[src/fcrc_pkg.sv]
// Constants shared by the flash CPU rewrite control block.
`default_nettype none
package fcrc_pkg;

    // ------------------------------------------------------------------
    // Bus geometry and register byte offsets
    // ------------------------------------------------------------------
    localparam int          ADDR_W      = 4;
    localparam int          DATA_W      = 32;
    localparam logic [3:0]  OFF_CTL0    = 4'h0;   // flash_control_0
    localparam logic [3:0]  OFF_CTL1    = 4'h4;   // flash_control_1
    localparam logic [3:0]  OFF_CMD     = 4'h8;   // Software command port.
    localparam logic [3:0]  OFF_STATUS  = 4'hc;   // Status register view.

    // ------------------------------------------------------------------
    // Field positions and reset values
    // ------------------------------------------------------------------
    localparam int          C0_READY    = 0;
    localparam int          C0_REWRITE  = 1;
    localparam int          C0_LOCK_OVR = 2;
    localparam int          C0_STOP     = 3;
    localparam int          C0_USER     = 5;
    localparam int          C0_PERR     = 6;
    localparam int          C0_EERR     = 7;
    localparam int          C1_EWSEL    = 1;
    localparam int          C1_LOCKSTAT = 6;
    localparam int          SR_PERR     = 4;
    localparam int          SR_EERR     = 5;
    localparam int          SR_READY    = 7;
    localparam logic [7:0]  CTL0_RESET  = 8'h01;
    localparam logic [7:0]  CTL1_RESET  = 8'h00;

    // ------------------------------------------------------------------
    // Software command codes (low byte of the written word)
    // ------------------------------------------------------------------
    localparam logic [7:0]  CMD_READ_ARRAY  = 8'hff;
    localparam logic [7:0]  CMD_READ_STATUS = 8'h70;
    localparam logic [7:0]  CMD_CLEAR       = 8'h50;
    localparam logic [7:0]  CMD_PROGRAM     = 8'h40;
    localparam logic [7:0]  CMD_ERASE       = 8'h20;
    localparam logic [7:0]  CMD_ERASE_ALL   = 8'ha7;
    localparam logic [7:0]  CMD_LOCK_PROG   = 8'h77;
    localparam logic [7:0]  CMD_LOCK_READ   = 8'h71;
    localparam logic [7:0]  CMD_CONFIRM     = 8'hd0;

    // ------------------------------------------------------------------
    // Command sequencer states
    // ------------------------------------------------------------------
    typedef enum logic [2:0] {
        ST_IDLE = 3'b001,
        ST_ARG  = 3'b010,
        ST_BUSY = 3'b100
    } fcrc_state_t;

endpackage : fcrc_pkg

`default_nettype wire

[src/fcrc_ctrl.sv]
// Flash CPU rewrite control: control registers, command sequencer and Avalon-MM slave.
//
// The implementer's own choices: the Avalon-MM interface to the registers and the address map.
`timescale 1ns/10ps
`default_nettype none

module fcrc_ctrl
    import fcrc_pkg::*;
(
    input  wire logic                          clk_in,
    input  wire logic                          nrst_in,
    input  wire logic [fcrc_pkg::ADDR_W-1:0]   address_in,
    input  wire logic                          read_in,
    input  wire logic                          write_in,
    input  wire logic [fcrc_pkg::DATA_W-1:0]   writedata_in,
    input  wire logic [3:0]                    byteenable_in,
    output var  logic [fcrc_pkg::DATA_W-1:0]   readdata_out,
    output var  logic                          waitrequest_out,
    input  wire logic                          nmi_req_in,
    input  wire logic                          wdt_req_in,
    input  wire logic                          nmi_pin_in,
    input  wire logic                          boot_mode_in,
    input  wire logic                          low_power_in,
    input  wire logic                          op_done_in,
    input  wire logic                          op_fail_in,
    input  wire logic                          lock_bit_in,
    input  wire logic                          block_locked_in,
    output var  logic                          op_start_out,
    output var  logic [7:0]                    op_cmd_out,
    output var  logic [15:0]                   op_data_out,
    output var  logic                          op_abort_out,
    output var  logic                          block_unlock_out,
    output var  logic                          lock_ignore_out,
    output var  logic                          flash_reset_out,
    output var  logic                          flash_power_off_out,
    output var  logic                          rewrite_mode_out,
    output var  logic                          mode_one_out,
    output var  logic                          user_area_out
);
    import fcrc_pkg::*;

    // ------------------------------------------------------------------
    // Bus decode
    // ------------------------------------------------------------------
    logic        rewrite_enable;
    logic        lock_override;
    logic        erase_write_mode_select;
    logic        flash_stop;
    logic        user_area_select;
    logic        program_error_flag;
    logic        erase_error_flag;
    logic        lock_status_flag;
    fcrc_state_t st_q;
    fcrc_state_t next_st;
    logic [7:0]  cmd_q;

    // A request is taken on the edge where waitrequest is already low.
    wire       acc      = (read_in || write_in) && !waitrequest_out;
    wire       wr_acc   = acc && write_in && byteenable_in[0];
    wire       wr_ctl0  = wr_acc && (address_in == OFF_CTL0);
    wire       wr_ctl1  = wr_acc && (address_in == OFF_CTL1);
    wire       wr_cmd   = wr_acc && (address_in == OFF_CMD);
    wire [7:0] wbyte    = writedata_in[7:0];
    wire       force_rst = nmi_req_in || wdt_req_in;
    wire       stop_eff = flash_stop && rewrite_enable;
    wire       ready_flag = (st_q != ST_BUSY);

    // Guarded writes need the NMI pin high; a write with it low is dropped.
    wire       g_wr0    = wr_ctl0 && nmi_pin_in;
    wire       g_wr1    = wr_ctl1 && nmi_pin_in;
    wire       rew_clr  = g_wr0 && !wbyte[C0_REWRITE];

    // ------------------------------------------------------------------
    // Guarded control bits
    // ------------------------------------------------------------------
    fcrc_guard_bit u_rewrite (
        .clk_in   (clk_in),
        .nrst_in  (nrst_in),
        .wr_in    (g_wr0),
        .wdata_in (wbyte[C0_REWRITE]),
        .allow_in (1'b1),
        .clear_in (force_rst),
        .bit_out  (rewrite_enable)
    );

    fcrc_guard_bit u_lock_ovr (
        .clk_in   (clk_in),
        .nrst_in  (nrst_in),
        .wr_in    (g_wr0),
        .wdata_in (wbyte[C0_LOCK_OVR]),
        .allow_in (1'b1),
        .clear_in (force_rst),
        .bit_out  (lock_override)
    );

    // Mode one may only be chosen once rewrite mode is on; leaving it drops back.
    fcrc_guard_bit u_ewsel (
        .clk_in   (clk_in),
        .nrst_in  (nrst_in),
        .wr_in    (g_wr1),
        .wdata_in (wbyte[C1_EWSEL]),
        .allow_in (rewrite_enable),
        .clear_in (force_rst || rew_clr),
        .bit_out  (erase_write_mode_select)
    );

    // ------------------------------------------------------------------
    // Command decode
    // ------------------------------------------------------------------
    // Commands are dropped while rewrite is off or the flash is stopped.
    wire cmd_ok     = wr_cmd && rewrite_enable && !stop_eff;
    wire two_cycle  = (wbyte == CMD_PROGRAM) || (wbyte == CMD_ERASE) ||
                      (wbyte == CMD_ERASE_ALL) || (wbyte == CMD_LOCK_PROG) ||
                      (wbyte == CMD_LOCK_READ);
    wire is_clear   = cmd_ok && (st_q == ST_IDLE) && (wbyte == CMD_CLEAR);
    wire arg_wr     = cmd_ok && (st_q == ST_ARG);
    wire confirm_ok = (cmd_q == CMD_PROGRAM) || (wbyte == CMD_CONFIRM);
    wire prot_cmd   = (cmd_q == CMD_PROGRAM) || (cmd_q == CMD_ERASE);
    // Per-block protection applies unless the override is set.
    wire refused    = prot_cmd && block_locked_in && !lock_override;
    wire start      = arg_wr && confirm_ok && !refused;
    wire refuse_hit = arg_wr && confirm_ok && refused;
    wire is_erase   = (cmd_q == CMD_ERASE) || (cmd_q == CMD_ERASE_ALL);
    wire is_prog    = (cmd_q == CMD_PROGRAM) || (cmd_q == CMD_LOCK_PROG);
    wire done       = (st_q == ST_BUSY) && op_done_in;
    wire abort      = force_rst || stop_eff;

    // ------------------------------------------------------------------
    // Sequencer next state
    // ------------------------------------------------------------------
    // An abort wins over every other transition so a hung array is left behind.
    always_comb begin
        next_st = st_q;
        if (abort) begin
            next_st = ST_IDLE;
        end else begin
            unique case (st_q)
                ST_IDLE: begin
                    if (cmd_ok && two_cycle) begin
                        next_st = ST_ARG;
                    end
                end
                ST_ARG: begin
                    if (start) begin
                        next_st = ST_BUSY;
                    end else if (arg_wr) begin
                        next_st = ST_IDLE;
                    end
                end
                ST_BUSY: begin
                    if (op_done_in) begin
                        next_st = ST_IDLE;
                    end
                end
                default: begin
                    next_st = ST_IDLE;
                end
            endcase
        end
    end

    // ------------------------------------------------------------------
    // Error and lock flags
    // ------------------------------------------------------------------
    // Hardware sets of the error flags win over a clear in the same cycle.
    wire set_perr = (done && op_fail_in && is_prog) || (refuse_hit && is_prog);
    wire set_eerr = (done && op_fail_in && is_erase) || (refuse_hit && is_erase);
    wire next_perr = set_perr || (program_error_flag && !is_clear && !force_rst);
    wire next_eerr = set_eerr || (erase_error_flag && !is_clear && !force_rst);
    wire next_lock = (done && (cmd_q == CMD_LOCK_READ)) ? lock_bit_in : lock_status_flag;
    wire next_unl  = done && !op_fail_in && is_erase && lock_override;

    // ------------------------------------------------------------------
    // Register read mux
    // ------------------------------------------------------------------
    logic [7:0] ctl0_rd;
    logic [7:0] ctl1_rd;
    logic [7:0] stat_rd;

    always_comb begin
        ctl0_rd = 8'h00;
        ctl0_rd[C0_READY]    = ready_flag;
        ctl0_rd[C0_REWRITE]  = rewrite_enable;
        ctl0_rd[C0_LOCK_OVR] = lock_override;
        ctl0_rd[C0_STOP]     = flash_stop;
        ctl0_rd[C0_USER]     = user_area_select;
        ctl0_rd[C0_PERR]     = program_error_flag;
        ctl0_rd[C0_EERR]     = erase_error_flag;
        ctl1_rd = 8'h00;
        ctl1_rd[C1_EWSEL]    = erase_write_mode_select;
        ctl1_rd[C1_LOCKSTAT] = lock_status_flag;
        // The status view is hidden in mode one; software polls the flags instead.
        stat_rd = 8'h00;
        if (!erase_write_mode_select) begin
            stat_rd[SR_READY] = ready_flag;
            stat_rd[SR_PERR]  = program_error_flag;
            stat_rd[SR_EERR]  = erase_error_flag;
        end
    end

    wire [7:0] rd_byte = (address_in == OFF_CTL0)   ? ctl0_rd :
                         (address_in == OFF_CTL1)   ? ctl1_rd :
                         (address_in == OFF_STATUS) ? stat_rd : 8'h00;
    wire       load_rd = read_in && waitrequest_out;
    wire       next_wait = !((read_in || write_in) && waitrequest_out);

    // ------------------------------------------------------------------
    // Plain control bits, sequencer and bus state
    // ------------------------------------------------------------------
    always_ff @(posedge clk_in or negedge nrst_in) begin
        if (!nrst_in) begin
            flash_stop         <= CTL0_RESET[C0_STOP];
            user_area_select   <= CTL0_RESET[C0_USER];
            program_error_flag <= CTL0_RESET[C0_PERR];
            erase_error_flag   <= CTL0_RESET[C0_EERR];
            lock_status_flag   <= CTL1_RESET[C1_LOCKSTAT];
            st_q               <= ST_IDLE;
            cmd_q              <= CMD_READ_ARRAY;
            waitrequest_out    <= 1'b1;
            readdata_out       <= '0;
        end else begin
            if (force_rst) begin
                flash_stop       <= CTL0_RESET[C0_STOP];
                user_area_select <= CTL0_RESET[C0_USER];
            end else if (wr_ctl0) begin
                flash_stop       <= wbyte[C0_STOP];
                user_area_select <= wbyte[C0_USER];
            end
            program_error_flag <= next_perr;
            erase_error_flag   <= next_eerr;
            lock_status_flag   <= force_rst ? CTL1_RESET[C1_LOCKSTAT] : next_lock;
            st_q               <= next_st;
            if (cmd_ok && (st_q == ST_IDLE)) begin
                cmd_q <= wbyte;
            end
            waitrequest_out <= next_wait;
            if (load_rd) begin
                readdata_out <= {{(DATA_W-8){1'b0}}, rd_byte};
            end
        end
    end

    // ------------------------------------------------------------------
    // Flash-side outputs
    // ------------------------------------------------------------------
    // Every output is registered so the array sees clean levels and pulses.
    always_ff @(posedge clk_in or negedge nrst_in) begin
        if (!nrst_in) begin
            op_start_out        <= 1'b0;
            op_cmd_out          <= CMD_READ_ARRAY;
            op_data_out         <= 16'h0000;
            op_abort_out        <= 1'b0;
            block_unlock_out    <= 1'b0;
            lock_ignore_out     <= 1'b0;
            flash_reset_out     <= 1'b0;
            flash_power_off_out <= 1'b0;
            rewrite_mode_out    <= 1'b0;
            mode_one_out        <= 1'b0;
            user_area_out       <= 1'b0;
        end else begin
            op_start_out <= start && !abort;
            if (start) begin
                op_cmd_out  <= cmd_q;
                op_data_out <= writedata_in[15:0];
            end
            op_abort_out        <= abort && (st_q == ST_BUSY);
            block_unlock_out    <= next_unl && !abort;
            lock_ignore_out     <= lock_override;
            flash_reset_out     <= stop_eff;
            flash_power_off_out <= stop_eff || low_power_in;
            rewrite_mode_out    <= rewrite_enable;
            mode_one_out        <= erase_write_mode_select;
            // Outside boot mode the user area is always mapped.
            user_area_out       <= !boot_mode_in || user_area_select;
        end
    end
endmodule : fcrc_ctrl

`default_nettype wire

[src/fcrc_guard_bit.sv]
// Control bit that only sets after a write of 0 directly followed by a write of 1.
`timescale 1ns/10ps
`default_nettype none

module fcrc_guard_bit (
    input  wire logic clk_in,
    input  wire logic nrst_in,
    input  wire logic wr_in,
    input  wire logic wdata_in,
    input  wire logic allow_in,
    input  wire logic clear_in,
    output var  logic bit_out
);

    // ------------------------------------------------------------------
    // Arm on a write of 0; any other write disarms.
    // ------------------------------------------------------------------
    logic armed;
    wire  set_ok = wr_in && wdata_in && armed && allow_in;

    // A lone write of 1 finds the guard disarmed and changes nothing.
    always_ff @(posedge clk_in or negedge nrst_in) begin
        if (!nrst_in) begin
            armed   <= 1'b0;
            bit_out <= 1'b0;
        end else begin
            if (clear_in || wr_in) begin
                armed <= wr_in && !wdata_in && !clear_in;
            end
            if (clear_in || (wr_in && !wdata_in)) begin
                bit_out <= 1'b0;
            end else if (set_ok) begin
                bit_out <= 1'b1;
            end
        end
    end
endmodule : fcrc_guard_bit

`default_nettype wire

[config.mk]
export PLATFORM = sky130hd
export DESIGN_NAME = fcrc_ctrl
export DESIGN_NICKNAME = d
export VERILOG_FILES = /design/src/fcrc_pkg.sv /design/src/fcrc_ctrl.sv /design/src/fcrc_guard_bit.sv
export SDC_FILE = /design/constraint.sdc
export NUM_CORES = 1
export LEC_CHECK = 0
export BUFFER_PORTS_ARGS = -buffer_cell sky130_fd_sc_hd__buf_2
export CORE_MARGIN = 10
export CORE_UTILIZATION = 35
export CTS_BUF_LIST = sky130_fd_sc_hd__clkbuf_2
export DETAILED_ROUTE_END_ITERATION = 10
export GPL_TIMING_DRIVEN = 0
export PLACE_DENSITY = 0.68
export SETUP_SLACK_MARGIN = 0.3
export SLEW_MARGIN = 10
export SYNTH_ARGS = -nofsm -noshare
export SYNTH_HDL_FRONTEND = slang
export SYNTH_HIERARCHICAL = 1
export SYNTH_SLANG_ARGS = --single-unit
[constraint.sdc]
create_clock -name clk_in -period 2 [get_ports clk_in]
set_clock_uncertainty 0.2 [all_clocks]
set_input_delay 0.1 -clock clk_in [delete_from_list [all_inputs] [get_ports clk_in]]
set_output_delay 0.1 -clock clk_in [all_outputs]
set_load 0.05 [all_outputs]
==> results of run 1 <==
## worst max-delay path, stage by stage, from the launching register on
cell and delay, ns:
dfstp_2 0.42, nor4_4 0.29, and4b_1 0.26, a21o_2 0.14
or4b_4 0.47, a22o_1 0.22
## cell usage after synthesis, types with 2 or more instances
library cell,number
dfrtp_1,46
mux2_2,31
buf_4,24
nand2_1,21
dfstp_2,18
nor2_1,12
o21ai_0,10
nor3_1,7
a31oi_1,6
and2b_1,6
inv_1,5
mux2i_1,5
nor4_1,4
a21oi_1,3
nand2b_1,3
nor3b_1,3
o21ba_1,3
a22o_1,2
a22oi_1,2
and2_2,2
buf_2,2
clkbuf_1,2
conb_1,2
nand3_1,2
nand3b_1,2
nor3b_2,2
o211ai_1,2
o31ai_1,2
## power by group through the flow
| stage | clock [mW] | combinational (mW) | sequential [mW] |
|---|---|---|---|
| 2_1_floorplan | 0 | 0.174 | 1.36 |
| 3_3_place_gp | 0 | 0.286 | 1.33 |
| 3_5_place_dp | 0 | 0.290 | 1.33 |
| 4_1_cts | 0.768 | 0.353 | 1.31 |
| 5_1_grt | 0.826 | 0.403 | 1.31 |
| 6_report | 0.734 | 0.376 | 1.31 |
## cell type report
type / count / share of cell area (%)
Buffer: 28 / 4.97
Timing Repair Buffer: 128 / 20.7
Sequential cell: 64 / 36.5
Multi-Input combinational cell: 181 / 32.2
Clock inverter: 5 / 1.07
Inverter: 5 / 0.422
Tap cell: 105 / 2.95
Clock buffer: 11 / 1.24
## sequential cells by signal, summed over array words and instances (netlist names), 3 cells and up
signal,count
op_cmd_out,8
cmd_q,8
st_q,3
readdata_out,8
op_data_out,16
## through the flow
stage	worst slack (ns)	util (%)	hold WS (ns)	total power, mW	std cells
4_1_cts	-0.0572	52.1	-0.371	2.43	523
2_1_floorplan	-0.00951	-	-0.396	1.53	278
5_1_grt	-0.142	53.6	-0.119	2.54	527
6_report	-0.0549	53.6	-0.129	2.42	527
3_5_place_dp	-0.162	43.7	0.0439	1.62	457
3_3_place_gp	-0.150	43.6	0.0703	1.62	457
## repair_timing
action	in CTS	in global routing
cloned	1	0
endpoints found under the setup margin	47	51
endpoints found under the hold margin	113	4
hold buffers	32	1
resized for setup	33	26
buffers inserted	17	3
pin swaps	7	4
## path summary, 6_finish.rpt
check	startpoint	end	slack, ns	cells past startpoint
max in group asynchronous	nrst_in	op_data_out[13]	0.43	3
min in group asynchronous	nrst_in	user_area_out	-0.02	2
hold / removal	address_in[1]	readdata_out[6]	-0.13	3
setup / recovery	cmd_q[2]	st_q[0]	-0.05	5
hold reg to reg	u_ewsel/bit_out	mode_one_out	0.29	0
setup reg to reg	cmd_q[2]	st_q[0]	-0.05	5
## layer usage
layer	up-vias	wire [µm]	track usage [%]
met5	-	0	0
met2	90	4010	21.6
met1	1184	3630	15.7
met3	8	713	5.91
li1	1180	-	-
met4	0	68	3.64
## cell families after synthesis
kind of cell              count (synthesis)  synth area share (%)
DFF                                      64                  54.1
and+or+nand+nor                          82                  16.5
buffers and inverters                    33                  7.21
other                                     2                 0.250
AOI/OAI and AO/OA                        34                  7.63
xor gates and xnor gates                  2                 0.584
muxes                                    37                  13.7
==> impl_metrics.toml, run 1 <==
[clock_tree]
cts_tree = "done"
path_clk_slew_ns = 0.16
cts-root-buf = "clkbuf_2"
clkLatencyLatePin_ns = 0.50
cts_buffer_depth = 2
cts_buffers = 9
cts_num_sinks = 64
cts-htree-levels = 3

[logic_synthesis]
synth_top_area_share_pct = 38.3
synthArstFlopShare_pct = 100
synth.distinct_cells = 53
yosys_register_bits = 64
ys.flop_type = "dfrtp_1"
yosysSeqAreaShare_pct = 54.1
synth_warnings = 6
yosys.area.top_type = "dfrtp_1"
netlist_instances = 254
netlist_top_cells_area = "dfrtp_1 38%, dfstp_2 16%, mux2_2 12%"
syn_area_per_cell_um2 = 11.8
synth_edf_count = 0
syn-cell-area_mm2 = 0.00300

[worst_setup_path]
worstPathRequired_ns = 2.24
start_kind = "flip-flop"
crit_arrival_ns = 2.29
end_kind = "flip-flop"
cp_max_fo = 3
path_class = "flip-flop to flip-flop"

[routing]
wl_per_cell_um = 16.0
drtAntennaViolNets = 0
wl_um = 8420
drc = 0
drt_first_pass_iters = 4
drt-initial-drc-count = 99
route.vias.total = 2462
vias_per_cell = 4.67

[final_layout]
antenna_cells = 0
drive_gt1_share_pct = 50.9
fillers = 722
nNetsFinal = 470
syn2layout_area_growth_pct = 48.3
multi_input_area_mm2 = 0.00143
final_cell_mix = "72 x buf_2, 45 x dfrtp_1, 37 x buf_4"
fin_area_mm2 = 0.00445
regArea_mm2 = 0.00163
final_common_cell = "buf_2"

[global_routing]
grt_first_pass_wirelength_um = 13900
first_global_vias = 2692
grt_max_degree = 61
grt_use_total_pct = 13.4
gr-total-overflow = 0
antenna_found_initial = 0

[placed_design]
io_buffers = 74
dp_hpwl_um = 5600
gp_congestion = 0.797
placed_cell_area_mm2 = 0.00362

[die]
start_util_pct = 36.2
dieArea_mm2 = 0.0127
core_area_mm2 = 0.00830
fp.dieH_um = 113
boundaryPins = 119
rows = 33
chipWidth_um = 113

[timing]
holdWs_ns = -0.129
drv_slew = 0
setup_slack_ns = -0.0549
tns_ns = -0.623
worst_pin_slew_ns = 0.751
fin_crit_sh_pct = 103
period_needed_ns = 2.05
hold_viol = 14
rsz0062_at_grt = "yes"
setup_viol = 21
fmax_mhz = 487
relSlewSlack_pct = 50.0

[run]
maxCapViolCount = 0

[pwr]
clkPwrFrac_pct = 30.4
switching_share_pct = 28.3
ir_drop_mv = 0.356
p_leak_nw = 2.36
power_frac_comb_pct = 15.5
p_int_mw = 1.73
p_per_area_mw_per_mm2 = 543
switching_power_uw = 686
seq_power_share_pct = 54.1

[min_path]
holdCritPathClass = "input pin to flip-flop"

[status]
violations = "negative hold slack, negative setup slack"
outcome = "complete, but fails checks"
No activity file was read; power rests on OpenSTA's default activity.
==> inputs of run 2 (changes only) <==
--- a/config.mk
+++ b/config.mk
@@ -5,13 +5,13 @@
 export SDC_FILE = /design/constraint.sdc
 export NUM_CORES = 1
 export LEC_CHECK = 0
-export BUFFER_PORTS_ARGS = -buffer_cell sky130_fd_sc_hd__buf_2
 export CORE_MARGIN = 10
 export CORE_UTILIZATION = 35
 export CTS_BUF_LIST = sky130_fd_sc_hd__clkbuf_2
 export DETAILED_ROUTE_END_ITERATION = 10
+export DONT_BUFFER_PORTS = 1
 export GPL_TIMING_DRIVEN = 0
-export PLACE_DENSITY = 0.68
+export PLACE_DENSITY = 0.56
 export SETUP_SLACK_MARGIN = 0.3
 export SLEW_MARGIN = 10
 export SYNTH_ARGS = -nofsm -noshare
==> impl_metrics.toml, run 2 (synthesized netlist as in run 1, its figures left out) <==
[status]
outcome = "complete, but fails checks"
violations = "negative hold slack, negative setup slack"

[timing]
setup_viol = 34
rsz0062_at_grt = "yes"
period_needed_ns = 2.15
worst_pin_slew_ns = 0.509
fmax_mhz = 465
setup_slack_ns = -0.152
drv_slew = 0
holdWs_ns = -0.408
relSlewSlack_pct = 66.0
fin_crit_sh_pct = 108
hold_viol = 16

[routing]
drt-initial-drc-count = 77
drtAntennaViolNets = 0
wl_um = 7830
vias_per_cell = 4.79
wl_per_cell_um = 17.1
route.vias.total = 2196
drc = 0
drt_first_pass_iters = 4

[die]
fp.dieH_um = 113
start_util_pct = 36.2
rows = 33
boundaryPins = 119
dieArea_mm2 = 0.0127
core_area_mm2 = 0.00830
chipWidth_um = 113

[worst_setup_path]
start_kind = "input pin"
crit_slowest_cell = "dlygate4sd3_1"
slowest_delay_ns = 0.68
cp_num_buf_inv = 1
cpLargestDelayFamily = "simple AND/OR/NAND/NOR gates"
end_kind = "flip-flop"
cp_max_fo = 8
crit_arrival_ns = 2.40
worstPathRequired_ns = 2.25
crit_chain = "dlygate4sd3_1, or4_4, nor3_2, a21o_2, or4b_4, a22o_1"
path_class = "input pin to flip-flop"

[clock_tree]
cts_num_sinks = 64
cts_tree = "done"
cts_buffers = 9
cts-htree-levels = 3
path_clk_slew_ns = 0.19
cts_hold_buffers = 43
cts_buffer_depth = 2
clkLatencyLatePin_ns = 0.51
cts-root-buf = "clkbuf_2"

[final_layout]
syn2layout_area_growth_pct = 39.2
fillers = 734
multi_input_area_mm2 = 0.00146
finish.utilization_pct = 50.3
largest-register = "op_data_out"
largest_register_ffs = 16
fin_area_mm2 = 0.00418
final_common_cell = "dfrtp_1"
drive_gt1_share_pct = 39.9
antenna_cells = 0
final_cell_mix = "46 x dfrtp_1, 41 x dlygate4sd3_1, 37 x buf_4"
regArea_mm2 = 0.00162
nNetsFinal = 401

[placed_design]
dp_hpwl_um = 5330
gp_congestion = 0.792
placed_cell_area_mm2 = 0.00325
io_buffers = 0

[global_routing]
grt_use_total_pct = 11.9
gr-total-overflow = 0
antenna_found_initial = 0
grt_max_degree = 65
grt_first_pass_wirelength_um = 12200
first_global_vias = 2317

[min_path]
holdCritPathClass = "input pin to flip-flop"

[pwr]
p_int_mw = 1.85
ir_drop_mv = 0.384
clkPwrFrac_pct = 35.1
totalPowerFinal_mw = 2.55
seq_power_share_pct = 52.3
p_per_area_mw_per_mm2 = 612
switching_power_uw = 702
power_frac_comb_pct = 12.7
switching_share_pct = 27.5
p_leak_nw = 2.04

[run]
maxCapViolCount = 0
[run 2: cell types whose count changed in the layout (fill, tap and decap cells not counted), sizes merged]
| cell | change |
|---|---|
| clkinv | -2 |
| inv | -1 |
| buf | -77 |
| clkinvlp | +2 |
| dlygate4sd3 | +8 |
| bufinv | +1 |
[run 2: power by group through the flow]
stage / clock (mW) / combinational [mW] / sequential (mW)
after floorplan: 0 / 0.174 / 1.36
after global placement: 0 / 0.184 / 1.36
after detailed placement: 0 / 0.184 / 1.36
after CTS: 0.932 / 0.308 / 1.34
after global routing: 0.981 / 0.349 / 1.34
final: 0.896 / 0.323 / 1.34
[run 2: final cells by class]
cell class | count | area share (%)
inverters | 5 | 0.599
clock buffers | 11 | 1.32
repair buffers | 59 | 13.9
flip-flops and latches | 64 | 38.9
well taps | 105 | 3.14
clock inverters | 5 | 1.95
plain buffers | 28 | 5.33
multi-input cells | 181 | 34.9
[run 2: timing repair]
item | 4_1_cts | 5_1_grt
resized for setup | 31 | 24
setup buffers | 9 | 8
pin swaps | 3 | 8
setup endpoints to repair | 54 | 55
hold endpoints to repair | 116 | 16
[run 2: path summary, 6_finish.rpt]
path	startpoint	end	slack, ns	cells past startpoint
worst max-delay path	writedata_in[1]	st_q[0]	-0.15	6
worst min-delay path	wdt_req_in	u_ewsel/bit_out	-0.41	3
worst max register to register	waitrequest_out	op_data_out[8]	-0.15	7
worst min register to register	u_ewsel/bit_out	mode_one_out	0.28	0
max in group asynchronous	nrst_in	cmd_q[3]	0.82	3
min in group asynchronous	nrst_in	readdata_out[4]	0.43	3
[run 2: through the flow]
| stage | setup TNS (ns) | std cells | setup WS (ns) |
|---|---|---|---|
| 6_report | -3.19 | 458 | -0.152 |
| 5_1_grt | -5.72 | 458 | -0.207 |
| 4_1_cts | -2.82 | 451 | -0.142 |
| 3_5_place_dp | -5.46 | 383 | -0.240 |
| 3_3_place_gp | -5.16 | 383 | -0.208 |
| 2_1_floorplan | -0.0910 | 278 | -0.00951 |
[run 2: routing by layer]
metal  wire [µm]  GRT usage (%)  share of wire, %
met4          91           4.06               1.2
met3         800           6.55                10
met5           0              0                 0
met2        3730           18.1                48
met1        3200           13.8                41
[run 2: worst min-delay path, cell delays in order]
cell	delay, ns
nor2_1	0.07
o21ai_2	0.08
nor3_2	0.04
==> inputs of run 3 (changes only) <==
--- a/config.mk
+++ b/config.mk
@@ -11,7 +11,7 @@
 export DETAILED_ROUTE_END_ITERATION = 10
 export DONT_BUFFER_PORTS = 1
 export GPL_TIMING_DRIVEN = 0
-export PLACE_DENSITY = 0.56
+export PLACE_DENSITY = 0.54
 export SETUP_SLACK_MARGIN = 0.3
 export SLEW_MARGIN = 10
 export SYNTH_ARGS = -nofsm -noshare
==> constraint.sdc (replaced) <==
create_clock -name clk_in -period 2.2 [get_ports clk_in]
set_clock_uncertainty 0.2 [all_clocks]
set_input_delay 0.11 -clock clk_in [delete_from_list [all_inputs] [get_ports clk_in]]
set_output_delay 0.11 -clock clk_in [all_outputs]
set_load 0.05 [all_outputs]
==> impl_metrics.toml, run 3 (synthesized netlist as in run 1, its figures left out) <==
[timing]
setup_viol = 0
relSlewSlack_pct = 66.1
drv_slew = 0
worst_pin_slew_ns = 0.508
setup_slack_ns = 0.0378
rsz0062_at_grt = "yes"
hold_viol = 0
fin_crit_sh_pct = 98.3
fmax_mhz = 462
holdWs_ns = 0.0214
period_needed_ns = 2.16

[clock_tree]
clkLatencyLatePin_ns = 0.48
cts_buffers = 9
cts_tree = "done"
cts-htree-levels = 3
cts_buffer_depth = 2
cts_num_sinks = 64
cts-root-buf = "clkbuf_2"
path_clk_slew_ns = 0.16

[routing]
drt-initial-drc-count = 71
route.vias.total = 2129
wl_um = 7760
drtAntennaViolNets = 0
vias_per_cell = 4.76
drc = 0
wl_per_cell_um = 17.4
drt_first_pass_iters = 4

[placed_design]
placed_cell_area_mm2 = 0.00325
io_buffers = 0
dp_hpwl_um = 5330
gp_congestion = 0.736
pre_cts_slack_ns = -0.0434

[pwr]
totalPowerFinal_mw = 2.28
power_frac_comb_pct = 12.4
p_leak_nw = 1.93
p_int_mw = 1.67
p_per_area_mw_per_mm2 = 574
ir_drop_mv = 0.503
clkPwrFrac_pct = 34.3
switching_share_pct = 26.8
seq_power_share_pct = 53.3
switching_power_uw = 611

[worst_setup_path]
crit_arrival_ns = 2.38
path_class = "input pin to flip-flop"
start_kind = "input pin"
worstPathRequired_ns = 2.42
crit_chain = "dlygate4sd3_1, or4_4, nor3_2, a21o_2, or4b_4, a22o_1"
cp_max_fo = 7
crit_slowest_cell = "dlygate4sd3_1"
cpLargestDelayFamily = "simple AND/OR/NAND/NOR gates"
cp_num_buf_inv = 1
end_kind = "flip-flop"
slowest_delay_ns = 0.66

[final_layout]
fin_area_mm2 = 0.00397
syn2layout_area_growth_pct = 32.3
final_cell_mix = "46 x dfrtp_1, 36 x dlygate4sd3_1, 29 x buf_4"
nNetsFinal = 389
largest-register = "op_data_out"
final_common_cell = "dfrtp_1"
finish.utilization_pct = 47.8
drive_gt1_share_pct = 36.7
largest_register_ffs = 16
fillers = 759

[die]
rows = 33
chipWidth_um = 113
core_area_mm2 = 0.00830
boundaryPins = 119
fp.dieH_um = 113
start_util_pct = 36.2
dieArea_mm2 = 0.0127

[global_routing]
grt_use_total_pct = 12.2
grt_first_pass_wirelength_um = 12400
grt_max_degree = 65
first_global_vias = 2251
gr-total-overflow = 0
antenna_found_initial = 1

[run]
maxCapViolCount = 0

[status]
outcome = "completed"

[min_path]
holdCritPathClass = "input pin to flip-flop"
-- run 3: changes by cell type in the layout (fill, tap and decap cells not counted), sizes merged --
cell / change
dlygate4sd3: -5
inv: +1
clkinvlp: -2
buf: -7
clkinv: +1
diode: +1
-- run 3: power groups by stage --
stage,combinational (mW),sequential (mW),clock (mW)
5_1_grt,0.304,1.22,0.854
2_1_floorplan,0.159,1.23,0
4_1_cts,0.276,1.21,0.805
6_report,0.282,1.21,0.782
3_5_place_dp,0.168,1.23,0
3_3_place_gp,0.167,1.23,0
-- run 3: final timing paths --
path | startpoint | to | slack (ns) | cells past startpoint
max | writedata_in[1] | st_q[0] | 0.04 | 6
min | writedata_in[1] | st_q[1] | 0.02 | 4
max reg2reg | waitrequest_out | op_data_out[9] | 0.04 | 7
min reg2reg | u_ewsel/bit_out | mode_one_out | 0.26 | 0
max in group asynchronous | nrst_in | cmd_q[6] | 0.96 | 3
min in group asynchronous | nrst_in | readdata_out[3] | 0.49 | 3
-- run 3: per-stage QoR --
stage	std cells	setup TNS [ns]
CTS	445	0
finish	447	0
floorplan	278	0
detailed placement	383	-0.118
global placement	383	-0.0195
global route	446	-0.0987
-- run 3: timing repair --
action,CTS,global route
hold buffers,36,1
setup endpoints to repair,44,47
cloned,0,0
gates resized for setup,28,1
endpoints found under the hold margin,114,8
setup buffers,10,0
pin swaps,9,3
-- run 3: cell type report --
cell class	count	area (µm²)	area share, %
sequential	64	1620	40.9
inverter	5	18.8	0.473
timing repair buffer	47	482	12.1
clock inverter	5	72.6	1.83
multi-input combinational	181	1370	34.4
tap	105	131	3.31
buffer	28	218	5.48
clock buffer	11	55.1	1.39
antenna	1	2.50	0.0630
-- run 3: worst register-to-register path, cell delays in order, from the launching register on --
cell and delay, ns:
dfstp_2 0.75, nand3b_1 0.17, buf_6 0.13, nor2_4 0.06, nand3_2 0.07, nand3b_4 0.18
buf_8 0.16, mux2_1 0.34
-- run 3: routing by layer --
| layer | GRT usage [%] | routed length, µm | vias to the layer above |
|---|---|---|---|
| met5 | 0 | 0 | - |
| met4 | 4.06 | 78 | 0 |
| met3 | 6.12 | 813 | 9 |
| met2 | 18.9 | 3620 | 72 |
| met1 | 14.3 | 3250 | 1023 |
| li1 | - | - | 1025 |
